$ cat config.mk
export PLATFORM = sky130hd
export DESIGN_NAME = bts_unit
export DESIGN_NICKNAME = d
export VERILOG_FILES = /design/src/hdl/bts_pkg.sv /design/src/hdl/bts_dec_if.sv /design/src/hdl/bts_decode.sv /design/src/hdl/bts_unit.sv
export VERILOG_INCLUDE_DIRS = /design/src /design/src/hdl
export SDC_FILE = /design/constraint.sdc
export NUM_CORES = 1
export LEC_CHECK = 0
export ABC_AREA = 1
export BUFFER_PORTS_ARGS = -buffer_cell sky130_fd_sc_hd__buf_2
export CAP_MARGIN = 10
export CORE_MARGIN = 4
export CORE_UTILIZATION = 35
export CTS_CLUSTER_DIAMETER = 50
export CTS_CLUSTER_SIZE = 8
export DETAILED_ROUTE_END_ITERATION = 8
export PLACE_DENSITY = 0.55
export SYNTH_ARGS = -nofsm -noshare
export SYNTH_HDL_FRONTEND = slang
export SYNTH_SLANG_ARGS = --single-unit
$ cat constraint.sdc
create_clock -name sys_clk -period 2.7 [get_ports sys_clk]
set_input_delay 0.135 -clock sys_clk [delete_from_list [all_inputs] [get_ports sys_clk]]
set_output_delay 0.135 -clock sys_clk [all_outputs]
set_load 0.01 [all_outputs]
$ cat src/hdl/bts_defs.svh
`ifndef BTS_DEFS_SVH
`define BTS_DEFS_SVH

// ==========================================
// widths
`define BTS_DATA_W 8
`define BTS_ADDR_W 16

// ==========================================
// instruction bytes and fields
`define BTS_PFX_BITOP 8'hCB
`define BTS_PFX_IDX1 8'hDD
`define BTS_PFX_IDX2 8'hFD
`define BTS_GRP_HI 7
`define BTS_GRP_LO 6
`define BTS_POS_HI 5
`define BTS_POS_LO 3
`define BTS_SLOT_HI 2
`define BTS_SLOT_LO 0
`define BTS_GRP_TEST 2'b01
`define BTS_GRP_SET 2'b11
`define BTS_SLOT_MEM 3'b110

// ==========================================
// condition byte layout and reset value
`define BTS_FLG_SIGN 7
`define BTS_FLG_ZERO 6
`define BTS_FLG_NIB 4
`define BTS_FLG_PV 2
`define BTS_FLG_SUB 1
`define BTS_FLG_CY 0
`define BTS_FLAGS_RST 8'h00
`define BTS_REG_RST 8'h00
`define BTS_ADDR_RST 16'h0000

// ==========================================
// machine cycle lengths in clock states, and cycle indices
`define BTS_T_SHORT 3'd3
`define BTS_T_NORM 3'd4
`define BTS_T_LONG 3'd5
`define BTS_M_REG_LAST 3'd1
`define BTS_M_PTR_READ 3'd2
`define BTS_M_IDX_SHORT 3'd2
`define BTS_M_IDX_LONG 3'd3
`define BTS_M_IDX_READ 3'd4

`endif

$ cat src/hdl/bts_pkg.sv
package bts_pkg;

   typedef enum logic [1:0] {
      BTS_FORM_REG,
      BTS_FORM_PTR,
      BTS_FORM_IDX1,
      BTS_FORM_IDX2
   } bts_form_e;

   typedef enum logic {
      BTS_IDLE,
      BTS_RUN
   } bts_state_e;

endpackage

$ cat src/hdl/bts_dec_if.sv
`timescale 1ns/1ps
`default_nettype none

interface bts_dec_if;
   logic [7:0]         prefix;
   logic [7:0]         opcode;
   logic               legal;
   logic               is_set;
   bts_pkg::bts_form_e form;
   logic [2:0]         bit_pos;
   logic [2:0]         slot;

   modport dec (
      input  prefix,
      input  opcode,
      output legal,
      output is_set,
      output form,
      output bit_pos,
      output slot
   );

   modport use_side (
      output prefix,
      output opcode,
      input  legal,
      input  is_set,
      input  form,
      input  bit_pos,
      input  slot
   );
endinterface

`default_nettype wire

$ cat src/hdl/bts_decode.sv
`timescale 1ns/1ps
`default_nettype none
`include "bts_defs.svh"

module bts_decode (
   bts_dec_if.dec dif
);
   logic [1:0] grp;

   always_comb begin
      grp         = dif.opcode[`BTS_GRP_HI:`BTS_GRP_LO];
      dif.bit_pos = dif.opcode[`BTS_POS_HI:`BTS_POS_LO];
      dif.slot    = dif.opcode[`BTS_SLOT_HI:`BTS_SLOT_LO];
      dif.is_set  = (grp == `BTS_GRP_SET);
      dif.legal   = (grp == `BTS_GRP_TEST) || (grp == `BTS_GRP_SET);
      dif.form    = bts_pkg::BTS_FORM_REG;
      unique case (dif.prefix)
         `BTS_PFX_BITOP: begin
            if (dif.slot == `BTS_SLOT_MEM) begin
               dif.form = bts_pkg::BTS_FORM_PTR;
            end
         end
         `BTS_PFX_IDX1: begin
            dif.form  = bts_pkg::BTS_FORM_IDX1;
            dif.legal = dif.legal && (dif.slot == `BTS_SLOT_MEM);
         end
         `BTS_PFX_IDX2: begin
            dif.form  = bts_pkg::BTS_FORM_IDX2;
            dif.legal = dif.legal && (dif.slot == `BTS_SLOT_MEM);
         end
         default: begin
            dif.legal = 1'b0;
         end
      endcase
   end
endmodule // bts_decode

`default_nettype wire

$ cat src/hdl/bts_unit.sv
`timescale 1ns/1ps
`default_nettype none
`include "bts_defs.svh"


module bts_unit #(
   parameter int DATA_W = `BTS_DATA_W,
   parameter int ADDR_W = `BTS_ADDR_W
) (
   input  wire logic              sys_clk,
   input  wire logic              sys_rst,
   input  wire logic              cmd_valid,
   input  wire logic [7:0]        cmd_prefix,
   input  wire logic [7:0]        cmd_opcode,
   input  wire logic [7:0]        offset_byte,
   output logic                   cmd_ready,
   output logic                   cmd_done,
   output logic                   cmd_error,
   input  wire logic [ADDR_W-1:0] pointer_pair,
   input  wire logic [ADDR_W-1:0] first_index_base,
   input  wire logic [ADDR_W-1:0] second_index_base,
   input  wire logic              gp_load,
   input  wire logic [2:0]        gp_load_slot,
   input  wire logic [DATA_W-1:0] gp_load_data,
   input  wire logic [2:0]        gp_read_slot,
   output logic [DATA_W-1:0]      gp_read_data,
   input  wire logic              flag_load,
   input  wire logic [DATA_W-1:0] flag_load_data,
   output logic [DATA_W-1:0]      condition_byte,
   output logic [ADDR_W-1:0]      mem_addr,
   output logic                   mem_rd,
   output logic                   mem_wr,
   output logic [DATA_W-1:0]      mem_wdata,
   input  wire logic [DATA_W-1:0] mem_rdata
);

   // ==========================================
   // parameter check
   if (DATA_W != 8 || ADDR_W <= 8) begin : g_bad_param
      $error("bts_unit needs DATA_W of 8 and ADDR_W above 8");
   end

   // ==========================================
   // helpers
   function automatic logic [2:0] mcyc_len(bts_pkg::bts_form_e form, logic [2:0] m);
      logic [2:0] len;
      len = `BTS_T_NORM;
      if (form == bts_pkg::BTS_FORM_IDX1 || form == bts_pkg::BTS_FORM_IDX2) begin
         if (m == `BTS_M_IDX_SHORT || m == `BTS_M_IDX_READ + 3'd1) begin
            len = `BTS_T_SHORT;
         end else if (m == `BTS_M_IDX_LONG) begin
            len = `BTS_T_LONG;
         end
      end else if (form == bts_pkg::BTS_FORM_PTR && m == `BTS_M_PTR_READ + 3'd1) begin
         len = `BTS_T_SHORT;
      end
      return len;
   endfunction

   function automatic logic [2:0] read_mcyc(bts_pkg::bts_form_e form);
      return (form == bts_pkg::BTS_FORM_PTR) ? `BTS_M_PTR_READ : `BTS_M_IDX_READ;
   endfunction

   function automatic logic [2:0] last_mcyc(bts_pkg::bts_form_e form, logic set);
      logic [2:0] last;
      if (form == bts_pkg::BTS_FORM_REG) begin
         last = `BTS_M_REG_LAST;
      end else begin
         last = read_mcyc(form) + {2'b00, set};
      end
      return last;
   endfunction

   function automatic logic [DATA_W-1:0] bit_mask(logic [2:0] pos);
      logic [DATA_W-1:0] mask;
      mask      = '0;
      mask[pos] = 1'b1;
      return mask;
   endfunction

   function automatic logic [ADDR_W-1:0] index_addr(logic [ADDR_W-1:0] base, logic [7:0] off);
      return base + {{(ADDR_W - 8){off[7]}}, off};
   endfunction

   // ==========================================
   // decoder
   bts_dec_if dif ();

   assign dif.prefix = cmd_prefix;
   assign dif.opcode = cmd_opcode;

   bts_decode u_decode (
      .dif (dif.dec)
   );

   // ==========================================
   // state
   bts_pkg::bts_state_e state;
   bts_pkg::bts_state_e next_state;
   bts_pkg::bts_form_e  form;
   bts_pkg::bts_form_e  next_form;
   logic                is_set;
   logic                next_is_set;
   logic [2:0]          bit_pos;
   logic [2:0]          next_bit_pos;
   logic [2:0]          slot;
   logic [2:0]          next_slot;
   logic [2:0]          mcnt;
   logic [2:0]          next_mcnt;
   logic [2:0]          tcnt;
   logic [2:0]          next_tcnt;
   logic [DATA_W-1:0]   gp [8];
   logic [DATA_W-1:0]   next_gp [8];
   logic [DATA_W-1:0]   next_condition_byte;
   logic [DATA_W-1:0]   next_gp_read_data;
   logic [ADDR_W-1:0]   next_mem_addr;
   logic                next_mem_rd;
   logic                next_mem_wr;
   logic [DATA_W-1:0]   next_mem_wdata;
   logic                next_cmd_ready;
   logic                next_cmd_done;
   logic                next_cmd_error;
   logic [DATA_W-1:0]   operand;
   logic                tested;

   always_comb begin
      next_state          = state;
      next_form           = form;
      next_is_set         = is_set;
      next_bit_pos        = bit_pos;
      next_slot           = slot;
      next_mcnt           = mcnt;
      next_tcnt           = tcnt;
      next_gp             = gp;
      next_condition_byte = condition_byte;
      next_mem_addr       = mem_addr;
      next_mem_wdata      = mem_wdata;
      next_cmd_done       = 1'b0;
      next_cmd_error      = 1'b0;
      operand             = '0;
      tested              = 1'b0;

      if (gp_load && gp_load_slot != `BTS_SLOT_MEM) begin
         next_gp[gp_load_slot] = gp_load_data;
      end
      if (flag_load) begin
         next_condition_byte = flag_load_data;
      end

      unique case (state)
         bts_pkg::BTS_IDLE: begin
            if (cmd_valid) begin
               if (dif.legal) begin
                  next_state   = bts_pkg::BTS_RUN;
                  next_form    = dif.form;
                  next_is_set  = dif.is_set;
                  next_bit_pos = dif.bit_pos;
                  next_slot    = dif.slot;
                  next_mcnt    = '0;
                  next_tcnt    = '0;
                  unique case (dif.form)
                     bts_pkg::BTS_FORM_PTR: next_mem_addr = pointer_pair;
                     bts_pkg::BTS_FORM_IDX1: next_mem_addr = index_addr(first_index_base, offset_byte);
                     bts_pkg::BTS_FORM_IDX2: next_mem_addr = index_addr(second_index_base, offset_byte);
                     bts_pkg::BTS_FORM_REG: next_mem_addr = mem_addr;
                  endcase
               end else begin
                  next_cmd_error = 1'b1;
               end
            end
         end
         bts_pkg::BTS_RUN: begin
            if (tcnt == mcyc_len(form, mcnt) - 3'd1) begin
               next_tcnt = '0;
               next_mcnt = mcnt + 3'd1;
               if (form == bts_pkg::BTS_FORM_REG) begin
                  operand = gp[slot];
               end else begin
                  operand = mem_rdata;
               end
               tested = operand[bit_pos];
               if (mcnt == last_mcyc(form, is_set)) begin
                  next_state    = bts_pkg::BTS_IDLE;
                  next_cmd_done = 1'b1;
                  if (!is_set) begin
                     next_condition_byte[`BTS_FLG_ZERO] = ~tested;
                     next_condition_byte[`BTS_FLG_NIB] = 1'b1;
                     next_condition_byte[`BTS_FLG_SUB] = 1'b0;
                  end else if (form == bts_pkg::BTS_FORM_REG) begin
                     next_gp[slot] = gp[slot] | bit_mask(bit_pos);
                  end
               end else if (form != bts_pkg::BTS_FORM_REG && mcnt == read_mcyc(form)) begin
                  next_mem_wdata = mem_rdata | bit_mask(bit_pos);
               end
            end else begin
               next_tcnt = tcnt + 3'd1;
            end
         end
      endcase

      next_mem_rd = next_state == bts_pkg::BTS_RUN && next_form != bts_pkg::BTS_FORM_REG
                    && next_mcnt == read_mcyc(next_form);
      next_mem_wr = next_state == bts_pkg::BTS_RUN && next_form != bts_pkg::BTS_FORM_REG
                    && next_is_set && next_mcnt == read_mcyc(next_form) + 3'd1;
      next_cmd_ready    = next_state == bts_pkg::BTS_IDLE;
      next_gp_read_data = next_gp[gp_read_slot];
   end

   always_ff @(posedge sys_clk) begin
      if (sys_rst) begin
         state          <= bts_pkg::BTS_IDLE;
         form           <= bts_pkg::BTS_FORM_REG;
         is_set         <= 1'b0;
         bit_pos        <= '0;
         slot           <= '0;
         mcnt           <= '0;
         tcnt           <= '0;
         for (int i = 0; i < 8; i++) begin
            gp[i] <= `BTS_REG_RST;
         end
         condition_byte <= `BTS_FLAGS_RST;
         gp_read_data   <= `BTS_REG_RST;
         mem_addr       <= `BTS_ADDR_RST;
         mem_rd         <= 1'b0;
         mem_wr         <= 1'b0;
         mem_wdata      <= `BTS_REG_RST;
         cmd_ready      <= 1'b1;
         cmd_done       <= 1'b0;
         cmd_error      <= 1'b0;
      end else begin
         state          <= next_state;
         form           <= next_form;
         is_set         <= next_is_set;
         bit_pos        <= next_bit_pos;
         slot           <= next_slot;
         mcnt           <= next_mcnt;
         tcnt           <= next_tcnt;
         gp             <= next_gp;
         condition_byte <= next_condition_byte;
         gp_read_data   <= next_gp_read_data;
         mem_addr       <= next_mem_addr;
         mem_rd         <= next_mem_rd;
         mem_wr         <= next_mem_wr;
         mem_wdata      <= next_mem_wdata;
         cmd_ready      <= next_cmd_ready;
         cmd_done       <= next_cmd_done;
         cmd_error      <= next_cmd_error;
      end
   end

endmodule // bts_unit

`default_nettype wire

==> flow_summary.ini, run 1 <==
[outcome]
status = finished with violations
violations = negative setup slack

[clock_tree]
cts_buffer_depth = 2
clock-root-buffer = clkbuf_16
path_clk_slew_ps = 60
clock-sinks = 125
insertion_delay_ps = 430
tritoncts = built
cts_made_buffers = 17
cts-htree-levels = 4

[sta]
final-max-slew-violation-count = 0
rsz0062_at_grt = yes
fmax_ghz = 0.3635
fin_crit_ps = 2751
worst_slew_pin_slew_ps = 763.0
finalWorstSetupSlack_ps = -50.97
skew_ps = 8.798
setup_violations = 7
slew-limit-headroom_pct = 49.08
hold_viol_final = 0
period_share_pct = 101.9
setup_tns_ps = -153.0

[die]
initial_core_util_pct = 35.77
rows = 56
ioPinCount = 152
dieArea_mm2 = 0.02661
design.core.area_mm2 = 0.02354
die_x_um = 163.1
die_h_um = 163.1

[global_routing]
globalRoute.totalOverflow = 0
grt_pass1_vias = 9732
grt_first_pass_wirelength_um = 52300
met2_usage_pct = 39.96
grt_max_degree = 55
use_met1_pct = 33.72
grt_util_all_layers_pct = 24.80
antenna_found_initial = 0
use_met3_pct = 4.088
top_usage_layer = met2

[synthesis]
synth_top_area_share_pct = 29.71
synth_edf_count = 0
syn_area_per_cell_um2 = 6.152
synth_area_leaders = dfxtp_1 30%, nand2_1 15%, nand3_1 12%
yosysUniqueCellTypes = 39
synth_ff_type = dfxtp_1
synth_top_area_cell = dfxtp_1
ys_seq_elements = 125
synth_warnings = 0
synthArstFlopShare_pct = 0
syn_area_mm2 = 0.008422
synth-seq-area-share_pct = 29.71
syn-num-nets = 1500
yosysMostFrequentCell = nand2_1
syn_inst = 1369
synth_common_cells = 345 x nand2_1, 201 x nand3_1, 154 x inv_1, 125 x dfxtp_1, 118 x a21oi_1

[pwr]
fin_total_pwr_w = 0.005016
power_density_mw_per_mm2 = 418.6
swShare_pct = 27.86
seqPwrFrac_pct = 37.9
ir_drop_mv = 0.3085
p_clk_share_pct = 47.5
internal_power_w = 0.003619
power_frac_comb_pct = 14.6
power.switching_w = 0.001397
p_leak_nw = 5.585

[place]
placed_cells = 1923
place_ws_ps = -198.4
routabilityCongestion = 0.9098
port_buffers = 151
hpwlAfterDp_um = 24010
place_area_mm2 = 0.01044

[route]
ant_nets = 0
drtPass1Iterations = 5
wire_per_inst_um = 17.04
wl_um = 33870
drc = 0
via_per_inst = 5.138
drt_iter0_drc = 787
via_count = 10210

[layout]
diodes = 0
syn_to_final_growth_pct = 42.30
fill_cells = 2397
final_area_mm2 = 0.01198
final_cells = 1987
layout.nets = 1786
drive_gt1_share_pct = 28.60

[worst_setup_path]
worstPathArrival_ps = 3120
worst-path-max-fanout = 6
cp-end-kind = flip-flop
r2r_cells = 19
start_kind = flip-flop
cp.required_ps = 3070
crit_type = flip-flop to flip-flop

[run]
cap_violations = 0

[worst_hold_path]
hold_class = primary input to flip-flop
holdPathStages = 2
## power groups by stage
stage / clock network [W] / registers (W) / logic [W]
3_3_place_gp: 0 / 0.00194 / 0.000662
3_5_place_dp: 0 / 0.00194 / 0.000662
2_1_floorplan: 0 / 0.00194 / 0.000364
6_report: 0.00239 / 0.00190 / 0.000730
4_1_cts: 0.00242 / 0.00190 / 0.000703
5_1_grt: 0.00250 / 0.00190 / 0.000805
## critical path, cell delays in order, from the launching register on
cell     delay (ps)
dfxtp_4         400
inv_4            50
ha_4            150
inv_2            50
nand2_2          60
nand3_4          80
o21a_1          160
ha_4            200
xor2_1          130
nor2_1          130
nand2_1         110
nor2_4          220
buf_12          180
buf_6           120
nand4_1         140
nand3_1         110
nand2_1          70
nor2_2          180
nor2_1           70
nor2_1           70
## cells by family (layout without fill, tap and decap cells)
| family | count (synthesis) | count (layout) | share of synthesized area (%) |
|---|---|---|---|
| AOI/OAI and AO/OA | 248 | 248 | 15.53 |
| xor gates and xnor gates | 13 | 13 | 1.352 |
| adders and majority gates | 24 | 24 | 3.655 |
| buffers and inverters | 214 | 513 | 9.835 |
| DFF | 125 | 125 | 29.71 |
| muxes | 15 | 15 | 1.783 |
| and+or+nand+nor | 730 | 730 | 38.14 |
## registers in the layout (all words and copies together) (netlist names)
name / count
mem_wdata: 8
mem_wr: 1
tcnt: 3
gp: 64
cmd_done: 1
form: 2
bit_pos: 3
condition_byte: 8
cmd_error: 1
state: 1
gp_read_data: 8
mem_addr: 16
cmd_ready: 1
mcnt: 3
is_set: 1
slot: 3
mem_rd: 1
## placed cells by master (no fill, tap or decap), types with 13 or more instances in the layout
cell type / n
nand2_1: 324
nand3_1: 164
buf_2: 151
inv_1: 149
buf_4: 135
dfxtp_1: 123
a21oi_1: 105
nor2_1: 102
o21ai_0: 94
nand3_2: 28
dlygate4sd3_1: 21
nand2_2: 19
ha_1: 18
clkbuf_16: 17
mux2i_1: 15
nand4_1: 14
or2_2: 13
a21oi_2: 13
## area by class of cell
| class | count | area [um2] | area share, % |
|---|---|---|---|
| Multi-Input combinational cell | 1030 | 5662 | 47.24 |
| Sequential cell | 125 | 2510 | 20.94 |
| Timing Repair Buffer | 324 | 2215 | 18.48 |
| Inverter | 157 | 594.3 | 4.959 |
| Clock buffer | 20 | 466.7 | 3.894 |
| Tap cell | 319 | 399.1 | 3.331 |
| Clock inverter | 12 | 137.6 | 1.148 |
## layer usage
metal | up-vias | wire, um
met3 | 54 | 2533
met2 | 418 | 15500
met1 | 4659 | 14980
li1 | 5079 | -
met4 | 0 | 852
met5 | - | 0
## metrics by stage
stage | hold WS [ps] | utilization [%]
after global placement | 358.6 | 44.34
after global routing | 17.07 | 50.90
after detailed placement | 366.9 | 44.34
final | 13.90 | 50.90
after CTS | 1.726 | 49.70
after floorplan | 268.3 | -
## worst paths after layout
kind                              from                         end  slack, ps
max                 mcnt[1]$_SDFF_PP0_  gp_read_data[6]$_SDFF_PP0_        -50
min                            sys_rst          mcnt[0]$_SDFF_PP0_         10
min reg2reg  mem_wdata[1]$_SDFFE_PP0P_   mem_wdata[1]$_SDFFE_PP0P_        460
max reg2reg         mcnt[1]$_SDFF_PP0_  gp_read_data[6]$_SDFF_PP0_        -50
## what timing repair did
| action | in CTS | in global routing |
|---|---|---|
| setup endpoints to repair | 19 | 73 |
| hold endpoints to repair | 21 | 0 |
| setup buffers | 10 | 6 |
| resized for setup | 72 | 80 |
| hold buffers | 21 | 0 |
| pin swaps | 36 | 49 |
| cloned | 1 | 0 |
No activity file was read; power rests on OpenSTA's default activity.
==> inputs of run 2 (changes only) <==
Settings changed: CELL_PAD_IN_SITES_DETAIL_PLACEMENT set to 1, CELL_PAD_IN_SITES_GLOBAL_PLACEMENT set to 2, CORE_UTILIZATION 35 to 27, PLACE_DENSITY 0.55 to 0.76.
==> run 2 against run 1 <==
- the run still ends with negative setup slack left
- sequential share of layout area fell by 0.62 points
- final area grew 3.1%
- highest routed layer unchanged
- count of clock-buffer cells in the layout up 1
==> flow_summary.ini, run 2 (synthesized netlist as in run 1, its figures left out) <==
[outcome]
status = finished with violations
violations = negative setup slack

[clock_tree]
cts_buffer_depth = 2
insertion_delay_ps = 440
cts_made_buffers = 17
cts-htree-levels = 4
clock-sinks = 125
tritoncts = built
path_clk_slew_ps = 60
clock-root-buffer = clkbuf_16

[route]
via_count = 10470
drc = 0
wl_um = 38250
ant_nets = 0
drtPass1Iterations = 5
via_per_inst = 5.018
wire_per_inst_um = 18.33
drt_iter0_drc = 581

[sta]
skew_ps = 15.59
worst_slew_pin_slew_ps = 873.5
setup_violations = 8
slew-limit-headroom_pct = 41.70
finalWorstSetupSlack_ps = -121.6
final-max-slew-violation-count = 0
hold_viol_final = 0
setup_tns_ps = -810.1
rsz0062_at_grt = yes
fin_crit_ps = 2822
fmax_ghz = 0.3544
period_share_pct = 104.5

[worst_setup_path]
cp.required_ps = 3030
worst-path-max-fanout = 6
crit_type = flip-flop to flip-flop
rrSetupSlack_ps = -120
timing.rr.end = gp_read_data[3]$_SDFF_PP0_
slowest_stage = dfxtp_4
path_cells = inv_4 -> ha_4 -> inv_2 -> nand2_2 -> nand3_4 -> o21a_1 -> ha_4 -> xor2_2 -> nor2_2 -> nand2_2 -> nor2_4 -> buf_12 -> buf_12 -> nand2_8 -> buf_12 -> nand2_2 -> nand3_2 -> nand3_2 -> nand3_2 -> nand2_4 -> nor2_4
cp-end-kind = flip-flop
worstPathArrival_ps = 3160
r2r_cells = 21
max_stage_delay_ps = 410
reg2reg_from = mcnt[0]$_SDFF_PP0_
start_kind = flip-flop

[layout]
syn_to_final_growth_pct = 46.66
drive_gt1_share_pct = 29.64
layout_commonest_cell = nand2_1
top_register = gp
layout.nets = 1808
top_regs = gp (64), mem_addr (16)
layout_common_cells = 315 x nand2_1, 156 x buf_4, 153 x nand3_1
largest_reg_flops = 64

[pwr]
internal_power_w = 0.003788
p_clk_share_pct = 48.8
ir_drop_mv = 0.4495
seqPwrFrac_pct = 36.5
fin_total_pwr_w = 0.005203
swShare_pct = 27.21
power.switching_w = 0.001416
p_leak_nw = 5.717
power_density_mw_per_mm2 = 421.2
power_frac_comb_pct = 14.7

[worst_hold_path]
hold_class = primary input to flip-flop
worstHoldStart = cmd_opcode[0]
holdPathStages = 3
hold_end = slot[0]$_SDFFE_PP0P_

[place]
routabilityCongestion = 0.8674
port_buffers = 151
hpwlAfterDp_um = 28140

[die]
rows = 64
ioPinCount = 152
die_h_um = 184.6
initial_core_util_pct = 27.46
design.core.area_mm2 = 0.03067
dieArea_mm2 = 0.03408
die_x_um = 184.6

[global_routing]
grt_first_pass_wirelength_um = 58550
grt_pass1_vias = 10550
grt_util_all_layers_pct = 21.95
grt_max_degree = 53
antenna_found_initial = 1
globalRoute.totalOverflow = 0

[run]
cap_violations = 0
==> run 2: worst max-delay path: cells and delay by family (launching register included) <==
family / cells / cell delay, ps
AOI/OAI and AO/OA: 1 / 170
adders and majority gates: 2 / 370
and+or+nand+nor: 12 / 1070
buffers and inverters: 5 / 510
DFF: 1 / 410
xor gates and xnor gates: 1 / 150
==> run 2: through the flow <==
stage	cells	utilization, %	cell area, um2	worst slack [ps]	hold slack (ps)
floorplan	1369	-	8422	98.13	268.3
global placement	2014	34.86	10690	-142.9	356.3
detailed placement	2014	34.86	10690	-259.0	368.0
CTS	2077	38.99	11960	-54.86	11.55
global route	2087	40.27	12350	-232.2	47.06
finish	2087	40.27	12350	-121.6	15.61
==> run 2: cell type report <==
| class | count | area [um2] |
|---|---|---|
| Clock buffer | 21 | 460.4 |
| Timing Repair Buffer | 346 | 2434 |
| Antenna cell | 1 | 2.502 |
| Inverter | 157 | 594.3 |
| Fill cell | 3983 | 18320 |
| Multi-Input combinational cell | 1030 | 5690 |
| Sequential cell | 125 | 2510 |
| Clock inverter | 11 | 165.2 |
| Tap cell | 396 | 495.5 |
==> run 2: power by group through the flow <==
stage	combinational [W]	clock [W]	sequential (W)
finish	0.000763	0.00254	0.00190
global route	0.000848	0.00265	0.00190
CTS	0.000743	0.00257	0.00190
detailed placement	0.000700	0	0.00194
global placement	0.000689	0	0.00194
floorplan	0.000364	0	0.00194
==> run 2: worst max path at each step <==
stage / from / cells past startpoint / end
after global routing: mcnt[0]$_SDFF_PP0_ / 21 / gp_read_data[3]$_SDFF_PP0_
after detailed placement: mcnt[0]$_SDFF_PP0_ / 19 / gp_read_data[7]$_SDFF_PP0_
after CTS: mcnt[0]$_SDFF_PP0_ / 21 / gp_read_data[3]$_SDFF_PP0_
final: mcnt[0]$_SDFF_PP0_ / 21 / gp_read_data[3]$_SDFF_PP0_
after global placement: mcnt[1]$_SDFF_PP0_ / 17 / gp_read_data[0]$_SDFF_PP0_
after floorplan: cmd_prefix[6] / 15 / mem_addr[10]$_SDFFE_PP0P_
==> run 2: metal layers <==
layer | global-route usage [%] | share of wire, % | wire [um]
met5 | 0 | 0 | 0
met4 | 7.223 | 2.7 | 1050
met3 | 2.605 | 3.8 | 1465
met2 | 36.78 | 47 | 18000
met1 | 29.44 | 46 | 17730
==> run 2: timing repair <==
action                                  4_1_cts  5_1_grt
pin swaps                                    31       40
cloned                                        1        0
hold endpoints to repair                     21        0
endpoints found under the setup margin       62       59
buffers inserted                              9        9
resized for setup                            80       75
hold buffers                                 21        0
